==> src/hw/srs_pkg.sv <==
package srs_pkg;
  // ==========================================================================
  // Register indices on the plain parameter port.
  localparam logic [3:0] SRS_REG_SOURCE = 4'h0;
  localparam logic [3:0] SRS_REG_PRESET_INDEX = 4'h1;
  localparam logic [3:0] SRS_REG_AUTOSETUP_INHIBIT = 4'h2;
  localparam logic [3:0] SRS_REG_SCAN_INTERVAL = 4'h3;
  localparam logic [3:0] SRS_REG_STATUS = 4'h4;
  localparam logic [3:0] SRS_REG_DEST = 4'h5;
  localparam logic [3:0] SRS_REG_DRIVE_STATE = 4'h6;
  localparam logic [3:0] SRS_REG_PRESET_BASE = 4'h8;

  // ==========================================================================
  // Reset values.
  localparam logic [2:0] SRS_SOURCE_RESET = 3'h0;
  localparam logic [3:0] SRS_PRESET_INDEX_RESET = 4'h0;
  localparam logic SRS_INHIBIT_RESET = 1'b0;
  localparam logic [15:0] SRS_SCAN_INTERVAL_RESET = 16'h000a;

  // ==========================================================================
  // Scan interval unit: one millisecond at 100 MHz.
  localparam int SRS_CLK_MHZ = 100;
  localparam int SRS_TICK_US = 1000;
  localparam int SRS_TICK_CYCLES = SRS_TICK_US * SRS_CLK_MHZ;

  // ==========================================================================
  // Source selector encodings, then the preset index code that selects scan.
  localparam logic [2:0] SRS_SRC_TWO_ANALOG = 3'h0;
  localparam logic [2:0] SRS_SRC_AN1_PRESET = 3'h1;
  localparam logic [2:0] SRS_SRC_AN2_PRESET = 3'h2;
  localparam logic [2:0] SRS_SRC_PRESET_ONLY = 3'h3;
  localparam logic [2:0] SRS_SRC_KEYPAD = 3'h4;
  localparam logic [2:0] SRS_SRC_PRECISION = 3'h5;
  localparam logic [3:0] SRS_PRESET_SCAN = 4'h9;

  // Active reference channel codes shown on ref_sel.
  localparam logic [3:0] SRS_REF_AN1 = 4'h0;
  localparam logic [3:0] SRS_REF_AN2 = 4'h9;
  localparam logic [3:0] SRS_REF_KEYPAD = 4'ha;
  localparam logic [3:0] SRS_REF_PRECISION = 4'hb;

  // Terminal destination codes.
  localparam logic [2:0] SRS_DEST_NONE = 3'h0;
  localparam logic [2:0] SRS_DEST_LOCAL_REMOTE = 3'h1;
  localparam logic [2:0] SRS_DEST_PRESET_BIT0 = 3'h2;
  localparam logic [2:0] SRS_DEST_PRESET_BIT1 = 3'h3;
  localparam logic [2:0] SRS_DEST_JOG_FWD = 3'h4;

  // Drive state codes; jog is allowed in every state except SRS_DRV_RUN.
  localparam logic [1:0] SRS_DRV_READY = 2'h0;
  localparam logic [1:0] SRS_DRV_INHIBIT = 2'h1;
  localparam logic [1:0] SRS_DRV_TRIP = 2'h2;
  localparam logic [1:0] SRS_DRV_RUN = 2'h3;
endpackage : srs_pkg

==> src/hw/srs_preset_mem.sv <==
`timescale 1ns/100ps
// Eight preset references with one write port and two registered read ports.
module srs_preset_mem #(
  parameter int WIDTH = 16,
  parameter int DEPTH = 8
) (
  input wire logic clk, // System clock.
  input wire logic we, // Write enable.
  input wire logic [2:0] waddr, // Write slot.
  input wire logic [WIDTH-1:0] wdata, // Write data.
  input wire logic [2:0] raddr_a, // Read slot for the selector.
  output logic [WIDTH-1:0] rdata_a, // Registered selector data.
  input wire logic [2:0] raddr_b, // Read slot for software.
  output logic [WIDTH-1:0] rdata_b // Registered software data.
);
  logic [WIDTH-1:0] mem [DEPTH];

  // ==========================================================================
  // Storage has no reset; software loads presets before use.
  always_ff @(posedge clk) begin
    if (we) begin
      mem[waddr] <= wdata;
    end
    rdata_a <= mem[raddr_a];
    rdata_b <= mem[raddr_b];
  end
endmodule : srs_preset_mem

==> src/hw/srs_selector.sv <==
`timescale 1ns/100ps
module srs_selector import srs_pkg::*; #(
  parameter int REF_W = 16,
  parameter int TICK_CYCLES = SRS_TICK_CYCLES
) (
  input wire logic clk, // System clock, 100 MHz.
  input wire logic rst, // Asynchronous reset, active high.
  input wire logic drive_reset, // Drive reset pulse.
  input wire logic [3:0] addr, // Register index.
  input wire logic [15:0] wdata, // Write data.
  input wire logic wr, // Write strobe.
  input wire logic rd, // Read strobe.
  output logic [15:0] rdata, // Read data, cycle after rd.
  input wire logic first_digital_input, // First terminal state.
  input wire logic second_digital_input, // Second terminal state.
  input wire logic [REF_W-1:0] analog_one, // Analog input 1 value.
  input wire logic [REF_W-1:0] analog_two, // Analog input 2 value.
  input wire logic [REF_W-1:0] keypad_ref, // Keypad reference value.
  input wire logic [REF_W-1:0] precision_ref, // Precision reference.
  output logic [REF_W-1:0] speed_ref, // Active speed reference.
  output logic [3:0] ref_sel, // Active channel code.
  output logic [2:0] active_source_indicator, // Source in use.
  output logic [3:0] active_preset_indicator, // Preset in use.
  output logic jog_forward, // Jog forward request.
  output logic keypad_sequencer // Keypad drives the sequencer.
);
  logic [2:0] src, next_src;
  logic [3:0] pidx, next_pidx;
  logic inhibit, next_inhibit;
  logic [15:0] scan_int, next_scan_int;
  logic [2:0] dest1, next_dest1, dest2, next_dest2;
  logic [1:0] drv_state, next_drv_state;
  logic [15:0] next_rdata;
  logic [REF_W-1:0] preset_data;
  logic [2:0] rd_slot;

  // Scan state.
  logic [31:0] tick_cnt, next_tick_cnt;
  logic [15:0] ms_cnt, next_ms_cnt;
  logic [2:0] scan_pos, next_scan_pos;

  // Selection outputs.
  logic [3:0] sel, next_sel;
  logic [2:0] next_asi;
  logic [3:0] next_api;
  logic next_jog, next_keyseq;
  logic [REF_W-1:0] next_speed;
  logic [2:0] preset_slot;

  // ==========================================================================
  // Auto destination for each terminal given a source code.
  function automatic logic [5:0] auto_dest(input logic [2:0] s);
    unique case (s)
      SRS_SRC_TWO_ANALOG: auto_dest = {SRS_DEST_LOCAL_REMOTE, SRS_DEST_JOG_FWD};
      SRS_SRC_AN1_PRESET, SRS_SRC_AN2_PRESET, SRS_SRC_PRESET_ONLY:
        auto_dest = {SRS_DEST_PRESET_BIT0, SRS_DEST_PRESET_BIT1};
      default: auto_dest = {SRS_DEST_NONE, SRS_DEST_NONE};
    endcase
  endfunction : auto_dest

  // Channel code for preset number n (1 to 8).
  function automatic logic [3:0] preset_code(input logic [3:0] n);
    preset_code = n;
  endfunction : preset_code

  // The software read port is left open: presets are write-only on the
  // bus, since a readback mux would put logic after the rdata flop.
  srs_preset_mem #(.WIDTH(REF_W), .DEPTH(8)) u_mem (
    .clk(clk),
    .we(wr && addr >= SRS_REG_PRESET_BASE),
    .waddr(addr[2:0]),
    .wdata(wdata[REF_W-1:0]),
    .raddr_a(preset_slot),
    .rdata_a(preset_data),
    .raddr_b(rd_slot),
    .rdata_b()
  );

  assign rd_slot = addr[2:0];

  // ==========================================================================
  // Register writes and reads.
  always_comb begin
    next_src = src;
    next_pidx = pidx;
    next_inhibit = inhibit;
    next_scan_int = scan_int;
    next_dest1 = dest1;
    next_dest2 = dest2;
    next_drv_state = drv_state;
    next_rdata = 16'h0000;
    if (wr) begin
      unique case (addr)
        SRS_REG_SOURCE: if (wdata[2:0] <= SRS_SRC_PRECISION) begin
          next_src = wdata[2:0];
        end
        SRS_REG_PRESET_INDEX: if (wdata[3:0] <= SRS_PRESET_SCAN) begin
          next_pidx = wdata[3:0];
        end
        SRS_REG_AUTOSETUP_INHIBIT: next_inhibit = wdata[0];
        SRS_REG_SCAN_INTERVAL: next_scan_int = wdata;
        SRS_REG_DEST: if (inhibit) begin
          next_dest1 = wdata[2:0];
          next_dest2 = wdata[6:4];
        end
        SRS_REG_DRIVE_STATE: next_drv_state = wdata[1:0];
        default: ;
      endcase
    end
    // Auto set-up is latched only at a drive reset, so a source change
    // never retargets the terminals under a running drive.
    if (drive_reset && !inhibit) begin
      {next_dest1, next_dest2} = auto_dest(src);
    end
    if (rd) begin
      unique case (addr)
        SRS_REG_SOURCE: next_rdata = {13'h0000, src};
        SRS_REG_PRESET_INDEX: next_rdata = {12'h000, pidx};
        SRS_REG_AUTOSETUP_INHIBIT: next_rdata = {15'h0000, inhibit};
        SRS_REG_SCAN_INTERVAL: next_rdata = scan_int;
        SRS_REG_STATUS: next_rdata = {9'h000, active_source_indicator,
                                      active_preset_indicator};
        SRS_REG_DEST: next_rdata = {9'h000, dest2, 1'b0, dest1};
        SRS_REG_DRIVE_STATE: next_rdata = {14'h0000, drv_state};
        default: ;
      endcase
    end
  end

  always_ff @(posedge clk or posedge rst) begin
    if (rst) begin
      src <= SRS_SOURCE_RESET;
      pidx <= SRS_PRESET_INDEX_RESET;
      inhibit <= SRS_INHIBIT_RESET;
      scan_int <= SRS_SCAN_INTERVAL_RESET;
      dest1 <= SRS_DEST_LOCAL_REMOTE;
      dest2 <= SRS_DEST_JOG_FWD;
      drv_state <= SRS_DRV_READY;
      rdata <= 16'h0000;
    end else begin
      src <= next_src;
      pidx <= next_pidx;
      inhibit <= next_inhibit;
      scan_int <= next_scan_int;
      dest1 <= next_dest1;
      dest2 <= next_dest2;
      drv_state <= next_drv_state;
      rdata <= next_rdata;
    end
  end

  // ==========================================================================
  // Scan timer: a millisecond tick counted up to the scan interval.
  always_comb begin
    next_tick_cnt = tick_cnt;
    next_ms_cnt = ms_cnt;
    next_scan_pos = scan_pos;
    if (pidx != SRS_PRESET_SCAN) begin
      next_tick_cnt = 32'h0000_0000;
      next_ms_cnt = 16'h0000;
      next_scan_pos = 3'h0;
    end else if (tick_cnt >= 32'(TICK_CYCLES - 1)) begin
      next_tick_cnt = 32'h0000_0000;
      if (ms_cnt + 16'h0001 >= scan_int) begin
        next_ms_cnt = 16'h0000;
        next_scan_pos = scan_pos + 3'h1;
      end else begin
        next_ms_cnt = ms_cnt + 16'h0001;
      end
    end else begin
      next_tick_cnt = tick_cnt + 32'h0000_0001;
    end
  end

  always_ff @(posedge clk or posedge rst) begin
    if (rst) begin
      tick_cnt <= 32'h0000_0000;
      ms_cnt <= 16'h0000;
      scan_pos <= 3'h0;
    end else begin
      tick_cnt <= next_tick_cnt;
      ms_cnt <= next_ms_cnt;
      scan_pos <= next_scan_pos;
    end
  end

  // ==========================================================================
  // Reference selection. Terminal roles come from the destination
  // registers, which move only at a drive reset or a DEST write while inhibit is set, not at a source write.
  always_comb begin
    logic t1;
    logic t2;
    logic [1:0] code;
    t1 = first_digital_input;
    t2 = second_digital_input;
    code = {t2 && dest2 == SRS_DEST_PRESET_BIT1,
            t1 && dest1 == SRS_DEST_PRESET_BIT0};
    next_sel = SRS_REF_AN1;
    next_asi = src;
    next_jog = 1'b0;
    next_keyseq = 1'b0;
    unique case (src)
      SRS_SRC_TWO_ANALOG: begin
        if (pidx <= 4'h1 || pidx == SRS_PRESET_SCAN) begin
          next_sel = (t1 && dest1 == SRS_DEST_LOCAL_REMOTE) ?
                     SRS_REF_AN2 : SRS_REF_AN1;
        end else begin
          next_sel = preset_code(pidx);
        end
        next_jog = t2 && dest2 == SRS_DEST_JOG_FWD &&
                   drv_state != SRS_DRV_RUN;
        next_asi = (t1 && dest1 == SRS_DEST_LOCAL_REMOTE) ?
                   SRS_SRC_AN2_PRESET : SRS_SRC_AN1_PRESET;
      end
      SRS_SRC_AN1_PRESET, SRS_SRC_AN2_PRESET: begin
        if (pidx == 4'h0) begin
          next_sel = (code == 2'h0) ? SRS_REF_AN1 :
                     {2'b00, code} + 4'h1;
        end else if (pidx >= 4'h2 && pidx <= 4'h8) begin
          next_sel = preset_code(pidx);
        end
        if (src == SRS_SRC_AN2_PRESET && next_sel == SRS_REF_AN1) begin
          next_sel = SRS_REF_AN2;
        end
      end
      SRS_SRC_PRESET_ONLY: begin
        if (pidx == 4'h0) begin
          next_sel = {2'b00, code} + 4'h1;
        end else if (pidx <= 4'h8) begin
          next_sel = preset_code(pidx);
        end else begin
          next_sel = 4'h1;
        end
      end
      SRS_SRC_KEYPAD: begin
        next_sel = SRS_REF_KEYPAD;
        next_keyseq = 1'b1;
      end
      SRS_SRC_PRECISION: next_sel = SRS_REF_PRECISION;
      default: next_sel = SRS_REF_AN1;
    endcase
    // Scan walks position 0 as the base channel, then presets 2 to 8.
    if (pidx == SRS_PRESET_SCAN && src != SRS_SRC_KEYPAD &&
        src != SRS_SRC_PRECISION && src != SRS_SRC_TWO_ANALOG) begin
      if (scan_pos == 3'h0) begin
        next_sel = (src == SRS_SRC_PRESET_ONLY) ? 4'h1 :
                   (src == SRS_SRC_AN2_PRESET) ? SRS_REF_AN2 : SRS_REF_AN1;
      end else begin
        next_sel = 4'({1'b0, scan_pos} + 4'h1);
      end
    end else if (pidx == SRS_PRESET_SCAN && src == SRS_SRC_TWO_ANALOG &&
                 scan_pos != 3'h0) begin
      next_sel = 4'({1'b0, scan_pos} + 4'h1);
    end
    next_api = (next_sel >= 4'h1 && next_sel <= 4'h8) ? next_sel :
               (next_sel == SRS_REF_AN1 || next_sel == SRS_REF_AN2) ?
               4'h1 : 4'h0;
  end

  // Preset slot is the channel code minus one.
  assign preset_slot = 3'(next_sel - 4'h1);

  // Memory read is registered, so the muxed reference lands one cycle
  // after the selector settles.
  always_comb begin
    unique case (sel)
      SRS_REF_AN1: next_speed = analog_one;
      SRS_REF_AN2: next_speed = analog_two;
      SRS_REF_KEYPAD: next_speed = keypad_ref;
      SRS_REF_PRECISION: next_speed = precision_ref;
      default: next_speed = preset_data;
    endcase
  end

  always_ff @(posedge clk or posedge rst) begin
    if (rst) begin
      sel <= SRS_REF_AN1;
      speed_ref <= '0;
      ref_sel <= SRS_REF_AN1;
      active_source_indicator <= SRS_SOURCE_RESET;
      active_preset_indicator <= 4'h1;
      jog_forward <= 1'b0;
      keypad_sequencer <= 1'b0;
    end else begin
      sel <= next_sel;
      speed_ref <= next_speed;
      ref_sel <= sel;
      active_source_indicator <= next_asi;
      active_preset_indicator <= next_api;
      jog_forward <= next_jog;
      keypad_sequencer <= next_keyseq;
    end
  end
endmodule : srs_selector

==> config.mk <==
export PLATFORM = sky130hd
export DESIGN_NAME = srs_selector
export DESIGN_NICKNAME = d
export VERILOG_FILES = /design/src/hw/srs_pkg.sv /design/src/hw/srs_preset_mem.sv /design/src/hw/srs_selector.sv
export SDC_FILE = /design/constraint.sdc
export NUM_CORES = 1
export LEC_CHECK = 0
export BUFFER_PORTS_ARGS = -buffer_cell sky130_fd_sc_hd__buf_2
export CAP_MARGIN = 30
export CORE_MARGIN = 2
export CORE_UTILIZATION = 59
export CTS_CLUSTER_DIAMETER = 150
export DETAILED_ROUTE_END_ITERATION = 10
export PLACE_DENSITY_LB_ADDON = 0.2
export SLEW_MARGIN = 20
export SYNTH_ARGS = -nofsm -noshare
export SYNTH_HDL_FRONTEND = slang
export SYNTH_SLANG_ARGS = --single-unit
==> constraint.sdc <==
create_clock -name clk -period 5.3 [get_ports clk]
set_input_delay 0.795 -clock clk [delete_from_list [all_inputs] [get_ports clk]]
set_output_delay 0.795 -clock clk [all_outputs]
set_load 0.05 [all_outputs]
==> qor.csv, run 1 <==
stage,metric,value,unit
setup_path,WP data required,5.70,ns
yosys,Netlist cell types,68,
global_routing,vias in the first global route,7561,
clock_network,Clock Path Buffers,3,
setup_path,Crit Path Category,flip-flop to flip-flop,
die,die width,147,um
clock_network,CTS tree,done,
yosys,mux cell area share after synthesis,12.2,%
placed_design,detailed placement HPWL,16300,um
global_routing,first-pass GRT wire length,38900,um
sta,"Slew Viols, Final",0,
yosys,"Top FF cell, synth",edfxtp_1,
global_routing,GRT met3 Usage,3.70,%
clock_network,post-CTS setup buffer count,0,
placed_design,post-placement worst setup slack,0.494,ns
clock_network,Skew-Pair Late Insertion Delay,0.54,ns
setup_path,reg2reg end,u_mem.rdata_a[9],
flow_run,max-cap violations,0,
setup_path,Worst Setup Start Kind,flip-flop,
drt,initial DRC count,445,
die,die area,21700,sq um
cells_and_area,Final Core Density,69.3,%
yosys,Post-Synth Simple-Gate Area,10.6,%
sta,endpoints failing setup,0,
cells_and_area,Synth-to-Final Area Change,15.5,%
pwr,VDD IR max,0.307,mV
sta,Slew @ Worst Pin,0.818,ns
global_routing,initial antenna violation count,1,
die,# IOs,136,
placed_design,gpl congestion,0.836,
global_routing,global route overflow,0,
sta,max_slew headroom,45.3,%
sta,Setup TNS,0,ns
drt,post-detailed-route wirelength per cell,18.2,um
pwr,P_leak,5.87,nW
status,status,"complete, no violations",
die,Core Area,20200,sq um
yosys,async set-reset flop share out of synthesis,47.8,%
global_routing,grt met2 use,40.4,%
clock_network,CTS Hold Bufs,0,
setup_path,RR Startpoint,dest1[2],
drt,DRC,0,
yosys,Synth Register Bits,276,
drt,via count,7617,
clock_network,Num CTS Buffers,28,
setup_path,Worst Setup EP,u_mem.rdata_a[9],
yosys,Synth Area in Compound Gates,7.92,%
pwr,Power Dens Cells,460,nW/um^2
global_routing,GR Layer Usage met1,29.5,%
setup_path,WP data arrival,4.77,ns
yosys,Mapped Area,12100,sq um
drt,via density per instance,5.68,
sta,Tmin final,4.37,ns
sta,Tcrit/Tclk final,82.5,%
clock_network,Root Driver,clkbuf_16,
clock_network,TritonCTS sink count,276,
cells_and_area,most frequent cells in the layout,"buf_2 (135), edfxtp_1 (128), dfrtp_1 (127)",
setup_path,crit path from,dest1[2],
die,Row Count,52,
setup_path,Critical Path Fanout Max,64,
global_routing,GR peak layer,met2,
sta,fmax,0.229,GHz
placed_design,Port-buffer cells,135,
sta,Fin. Hold Viols,0,
drt,drt total wl,24300,um
clock_network,CTS resizes,0,
cells_and_area,share of cells above drive strength 1,25.7,%
yosys,number of synthesized flops with an enable pin,128,
yosys,Adder-Cell Fraction of Synth Area,2.67,%
setup_path,crit end category,flip-flop,
die,initial core utilization,60.0,%
setup_path,R2R cell count,12,
cells_and_area,"commonest non-fill, non-tap cell in the layout",buf_2,
clock_network,clk slew on worst S/H paths,0.06,ns
sta,RSZ-0062 raised after global routing,no,
yosys,sequential area share after synthesis,61.8,%
setup_path,R2R Setup Slk,0.93,ns
cells_and_area,filler cell count in the final layout,1418,
yosys,main combinational cell family by area after synthesis,multiplexers,
yosys,xor and xnor area share after synthesis,2.16,%
cells_and_area,Nets,1163,
die,Die H,147,um
clock_network,htree depth,1,
sta,setup ws final,0.928,ns
global_routing,GRT Util Overall,22.8,%
drt,number of routed nets with antenna violations,0,
drt,first-pass iteration count of the detailed router,5,
worst_hold_path,Hold WC Path Type,input port to asynchronous set/reset pin,
yosys,Syn Inst Count,895,
yosys,yosys warns,0,
global_routing,largest net degree at the start of global routing,87,
sta,Worst Skew,0.0223,ns
yosys,syn avg cell area,13.5,sq um
[cells in the mapped netlist (8+ instances only)]
| cell | number | area share (%) |
|---|---|---|
| xnor2_1 | 14 | 1.0 |
| o21ai_0 | 24 | 0.99 |
| dfrtp_1 | 127 | 26 |
| a31oi_1 | 10 | 0.52 |
| mux2_2 | 37 | 3.4 |
| mux2_1 | 35 | 3.3 |
| nor3b_1 | 8 | 0.50 |
| nor2_1 | 59 | 1.8 |
| a22oi_1 | 20 | 1.2 |
| mux4_2 | 16 | 3.0 |
| nand2_1 | 71 | 2.2 |
| clkbuf_1 | 28 | 0.87 |
| nand3_1 | 21 | 0.87 |
| xor2_1 | 14 | 1.0 |
| a222oi_1 | 16 | 1.3 |
| a21oi_1 | 20 | 0.83 |
| a21o_1 | 10 | 0.62 |
| dfxtp_1 | 16 | 2.6 |
| mux2_4 | 16 | 2.0 |
| edfxtp_1 | 128 | 32 |
| and2_1 | 13 | 0.67 |
| ha_1 | 25 | 2.6 |
| buf_6 | 8 | 0.74 |
| nand2b_1 | 16 | 0.83 |
| and3_1 | 9 | 0.47 |
| inv_1 | 26 | 0.81 |
[worst min path at each step]
stage / start / end / slack [ns] / cells past startpoint
2_1_floorplan: sel[3] / ref_sel[3] / 0.42 / 0
3_3_place_gp: u_mem.rdata_a[8] / speed_ref[8] / 0.44 / 2
3_5_place_dp: u_mem.rdata_a[10] / speed_ref[10] / 0.44 / 2
4_1_cts: rst / ms_cnt[2] / 0.43 / 2
5_1_grt: rst / ms_cnt[2] / 0.48 / 2
6_report: rst / rdata[11] / 0.41 / 2
[state kept, by name, summed over array words and instances, names as in the netlist]
| signal | flops |
|---|---|
| u_mem.mem | 128 |
| tick_cnt | 32 |
| ms_cnt | 16 |
| rdata | 16 |
| scan_int | 16 |
| speed_ref | 16 |
| u_mem.rdata_a | 16 |
| active_preset_indicator | 4 |
| pidx | 4 |
| ref_sel | 4 |
| sel | 4 |
| active_source_indicator | 3 |
| dest1 | 3 |
| dest2 | 3 |
| scan_pos | 3 |
| src | 3 |
| drv_state | 2 |
| inhibit | 1 |
| jog_forward | 1 |
| keypad_sequencer | 1 |
[layer usage]
| layer | share of wire, % | vias up |
|---|---|---|
| li1 | - | 3618 |
| met1 | 41 | 3730 |
| met2 | 51 | 229 |
| met3 | 6.1 | 40 |
| met4 | 1.9 | 0 |
| met5 | 0 | - |
[per-stage QoR]
| stage | instances | hold WS, ns | total power, mW | instance area (sq um) |
|---|---|---|---|---|
| detailed placement | 1287 | 0.442 | 4.67 | 13100 |
| global route | 1339 | 0.479 | 6.76 | 14000 |
| CTS | 1339 | 0.433 | 6.48 | 14000 |
| floorplan | 909 | 0.419 | 4.26 | 12200 |
| finish | 1340 | 0.408 | 6.43 | 14000 |
| global placement | 1287 | 0.437 | 4.62 | 13100 |
[final cells by class]
class / instances / area, sq um / area share [%]
clock inverter: 10 / 42.5 / 0.304
inverter: 27 / 106 / 0.761
multi-input combinational: 563 / 4400 / 31.5
timing repair buffer: 151 / 808 / 5.78
antenna: 1 / 2.50 / 0.0179
clock buffer: 42 / 805 / 5.76
tap: 270 / 338 / 2.42
sequential: 276 / 7470 / 53.5
[logic make-up after synthesis]
kind of cell	Yosys count
buffers and inverters	70
AOI/OAI and AO/OA	132
other	1
and+or+nand+nor	251
muxes	110
xor gates and xnor gates	29
DFF	276
adders and majority gates	26
[worst max-delay path: stages (launching register included)]
cell	delay [ns]
dfrtp_1	0.41
nor4bb_1	0.62
ha_1	0.35
nor2_1	0.06
o31a_1	0.23
a221oi_1	0.29
o311ai_0	0.16
a21oi_1	0.35
ha_1	0.37
xnor2_4	0.16
buf_12	0.35
mux2_2	0.39
mux4_2	0.44
[power by group]
group          internal (mW)  switching, mW
sequential              2.52          0.187
clock                   1.04          0.762
combinational          0.827           1.09
No activity file was read; power rests on OpenSTA's default activity.
==> run 2, diff against run 1 <==
--- a/config.mk
+++ b/config.mk
@@ -8,7 +8,7 @@
 export BUFFER_PORTS_ARGS = -buffer_cell sky130_fd_sc_hd__buf_2
 export CAP_MARGIN = 30
 export CORE_MARGIN = 2
-export CORE_UTILIZATION = 59
+export CORE_UTILIZATION = 53
 export CTS_CLUSTER_DIAMETER = 150
 export DETAILED_ROUTE_END_ITERATION = 10
 export PLACE_DENSITY_LB_ADDON = 0.2
==> constraint.sdc (replaced) <==
create_clock -name clk -period 3.7 [get_ports clk]
set_input_delay 0.555 -clock clk [delete_from_list [all_inputs] [get_ports clk]]
set_output_delay 0.555 -clock clk [all_outputs]
set_load 0.05 [all_outputs]
==> run 2 against run 1 <==
The flow now finishes with violations (negative setup slack). Register-to-register slack worse by 0.95 ns. Sequential share of layout area down 3.1 points. Combinational power up 92%. Critical path depth up 2. Cell count up 4.3%. Die area up 11%. Design area up 6.2%. Highest routed layer unchanged. Clock power up 72%. Worst setup slack worse by 0.95 ns. Maximum frequency up 18%. Global-route usage down 1.1 points. Clock-buffer cell count down 2.
==> qor.csv, run 2 (synthesis gave the netlist of run 1 again) <==
stage,metric,value,unit
setup_path,WP data required,4.12,ns
cells_and_area,FF+latch area,7470,sq um
pwr,Switch Pwr,3.28,mW
pwr,VDD IR max,0.433,mV
global_routing,GRT met3 Usage,3.04,%
setup_path,ordered list of cells on the worst path,and4b_2 > ha_4 > nor2_2 > o31a_1 > a221oi_2 > o311ai_1 > a21oi_1 > ha_2 > xnor2_4 > buf_12 > buf_12 > clkbuf_16 > mux2_1 > mux4_2,
clock_network,clk slew on worst S/H paths,0.06,ns
clock_network,Skew-Pair Late Insertion Delay,0.55,ns
cells_and_area,Final Core Density,65.9,%
sta,fmax,0.269,GHz
placed_design,"Cell Area, Placed",13400,sq um
clock_network,Root Driver,clkbuf_16,
setup_path,cell family with most CP delay,compound AO/OA/AOI/OAI gates,
sta,Tcrit/Tclk final,101,%
setup_path,reg2reg end,u_mem.rdata_a[0],
die,initial core utilization,53.8,%
die,Row Count,55,
cells_and_area,Nets,1205,
setup_path,RR Startpoint,dest2[2],
cells_and_area,max FFs per register,128,
cells_and_area,largest register by flop count,u_mem.mem,
status,status,finished with violations,
pwr,combinational share of power,34.5,%
global_routing,global route overflow,0,
sta,Tmin final,3.72,ns
drt,drt total wl,26400,um
clock_network,Num CTS Buffers,30,
clock_network,CTS Hold Bufs,0,
sta,max_slew headroom,52.5,%
setup_path,Crit Path Category,flip-flop to flip-flop,
cells_and_area,filler cell count in the final layout,1615,
sta,setup ws final,-0.0194,ns
pwr,Net Sw Frac,30.8,%
clock_network,CTS tree,done,
flow_run,max-cap violations,0,
setup_path,crit end category,flip-flop,
setup_path,Crit path largest cell delay,0.52,ns
pwr,Clock power frac,29.2,%
clock_network,Clock Path Buffers,3,
setup_path,WP data arrival,4.14,ns
sta,Worst Skew,0.0133,ns
die,Core Area,22500,sq um
sta,"Slew Viols, Final",0,
clock_network,htree depth,1,
setup_path,crit-path most repeated cell,buf_12,
drt,initial DRC count,623,
sta,Setup TNS,-0.0688,ns
pwr,Int Pwr,7.35,mW
setup_path,Worst Setup Start Kind,flip-flop,
placed_design,detailed placement HPWL,17100,um
clock_network,TritonCTS sink count,276,
pwr,P_leak,6.30,nW
drt,post-detailed-route wirelength per cell,18.9,um
drt,via count,7825,
setup_path,R2R Setup Slk,-0.02,ns
global_routing,GR peak layer,met2,
setup_path,crit path from,dest2[2],
drt,first-pass iteration count of the detailed router,5,
global_routing,initial antenna violation count,0,
drt,number of routed nets with antenna violations,0,
die,die area,24100,sq um
setup_path,Worst path slowest cell,dfstp_2,
setup_path,WP depth,14,
worst_hold_path,Hold WC Path Type,input port to asynchronous set/reset pin,
sta,Slew @ Worst Pin,0.713,ns
setup_path,Critical Path Fanout Max,6,
setup_path,R2R cell count,14,
pwr,Power Dens Cells,716,nW/um^2
sta,endpoints failing setup,9,
placed_design,gpl congestion,0.852,
sta,RSZ-0062 raised after global routing,yes,
global_routing,grt met2 use,39.3,%
die,Die H,155,um
setup_path,Buf/Inv on CP,3,
global_routing,first-pass GRT wire length,41100,um
placed_design,Port-buffer cells,135,
global_routing,largest net degree at the start of global routing,59,
global_routing,GR Layer Usage met1,27.9,%
cells_and_area,biggest regs,"u_mem.mem x128, tick_cnt x32",
cells_and_area,"commonest non-fill, non-tap cell in the layout",buf_2,
drt,DRC,0,
global_routing,GRT Util Overall,21.7,%
cells_and_area,Synth-to-Final Area Change,22.6,%
pwr,register share of total power,36.3,%
sta,Fin. Hold Viols,0,
cells_and_area,share of cells above drive strength 1,31.5,%
cells_and_area,multi-input logic area,4510,sq um
placed_design,post-placement worst setup slack,-0.299,ns
status,failing checks,negative setup slack,
cells_and_area,post-layout instance area,14800,sq um
die,# IOs,136,
drt,via density per instance,5.60,
cells_and_area,diode count,0,
die,die width,155,um
global_routing,vias in the first global route,7810,
cells_and_area,most frequent cells in the layout,"buf_2 (135), edfxtp_1 (128), dfrtp_1 (127)",
## run 2: cell count changes in the layout (fill, tap and decap cells not counted), moves of 4 or more
cell / delta
mux2_1: -14
buf_4: +25
clkinvlp_4: +5
clkbuf_16: +6
mux2_4: +14
clkinv_1: -5
ha_1: -4
clkbuf_1: -5
buf_16: +4
buf_12: +8
bufinv_16: +4
## run 2: what timing repair did
action | 4_1_cts | 5_1_grt
pin swaps | 3 | 7
buffers inserted | 7 | 4
setup endpoints to repair | 15 | 16
resized for setup | 10 | 21
gates cloned | 4 | 3
## run 2: per-layer routing
metal  part of all wire (%)  vias to the layer above  wire length [um]
met1                     42                     3855             11100
met3                    5.6                       31              1480
met2                     51                      225             13400
met4                    1.6                        0               417
li1                       -                     3714                 -
met5                      0                        -                 0
## run 2: worst register-to-register path, delay by kind of cell, from the launching register on
| family | cells | cell delay (ns) |
|---|---|---|
| buffers and inverters | 3 | 0.45 |
| multiplexers | 2 | 0.77 |
| AO/OA/AOI/OAI | 4 | 0.82 |
| AND/OR/NAND/NOR | 2 | 0.31 |
| adder cells (fa/ha/maj) | 2 | 0.57 |
| flip-flops | 1 | 0.52 |
| XOR/XNOR | 1 | 0.15 |
## run 2: how the worst max path moves through the flow
| stage | slack (ns) | end |
|---|---|---|
| after floorplan | 0.05 | u_mem.rdata_a[10] |
| after global placement | -0.18 | u_mem.rdata_a[10] |
| after detailed placement | -0.30 | u_mem.rdata_a[5] |
| after CTS | -0.01 | u_mem.rdata_a[11] |
| after global routing | -0.15 | u_mem.rdata_a[12] |
| final | -0.02 | u_mem.rdata_a[0] |
## run 2: area by class of cell
| type | count | area share [%] |
|---|---|---|
| Clock inverter | 16 | 1.28 |
| Clock buffer | 40 | 5.80 |
| Sequential cell | 276 | 50.4 |
| Multi-Input combinational cell | 563 | 30.4 |
| Inverter | 27 | 0.708 |
| Timing Repair Buffer | 191 | 9.04 |
| Tap cell | 285 | 2.40 |
## run 2: metrics by stage
step / hold slack [ns] / power (mW) / cells
2_1_floorplan: 0.419 / 6.13 / 909
3_3_place_gp: 0.436 / 6.73 / 1324
3_5_place_dp: 0.447 / 6.82 / 1324
4_1_cts: 0.0113 / 10.4 / 1391
5_1_grt: 0.0361 / 11.1 / 1398
6_report: 0.0196 / 10.6 / 1398
## run 2: power by group through the flow
| stage | logic, mW | registers [mW] | clock network [mW] |
|---|---|---|---|
| 2_1_floorplan | 1.82 | 4.31 | 0 |
| 3_5_place_dp | 2.90 | 3.92 | 0 |
| 5_1_grt | 3.92 | 3.90 | 3.29 |
| 4_1_cts | 3.40 | 3.86 | 3.15 |
| 6_report | 3.66 | 3.86 | 3.10 |
| 3_3_place_gp | 2.82 | 3.91 | 0 |
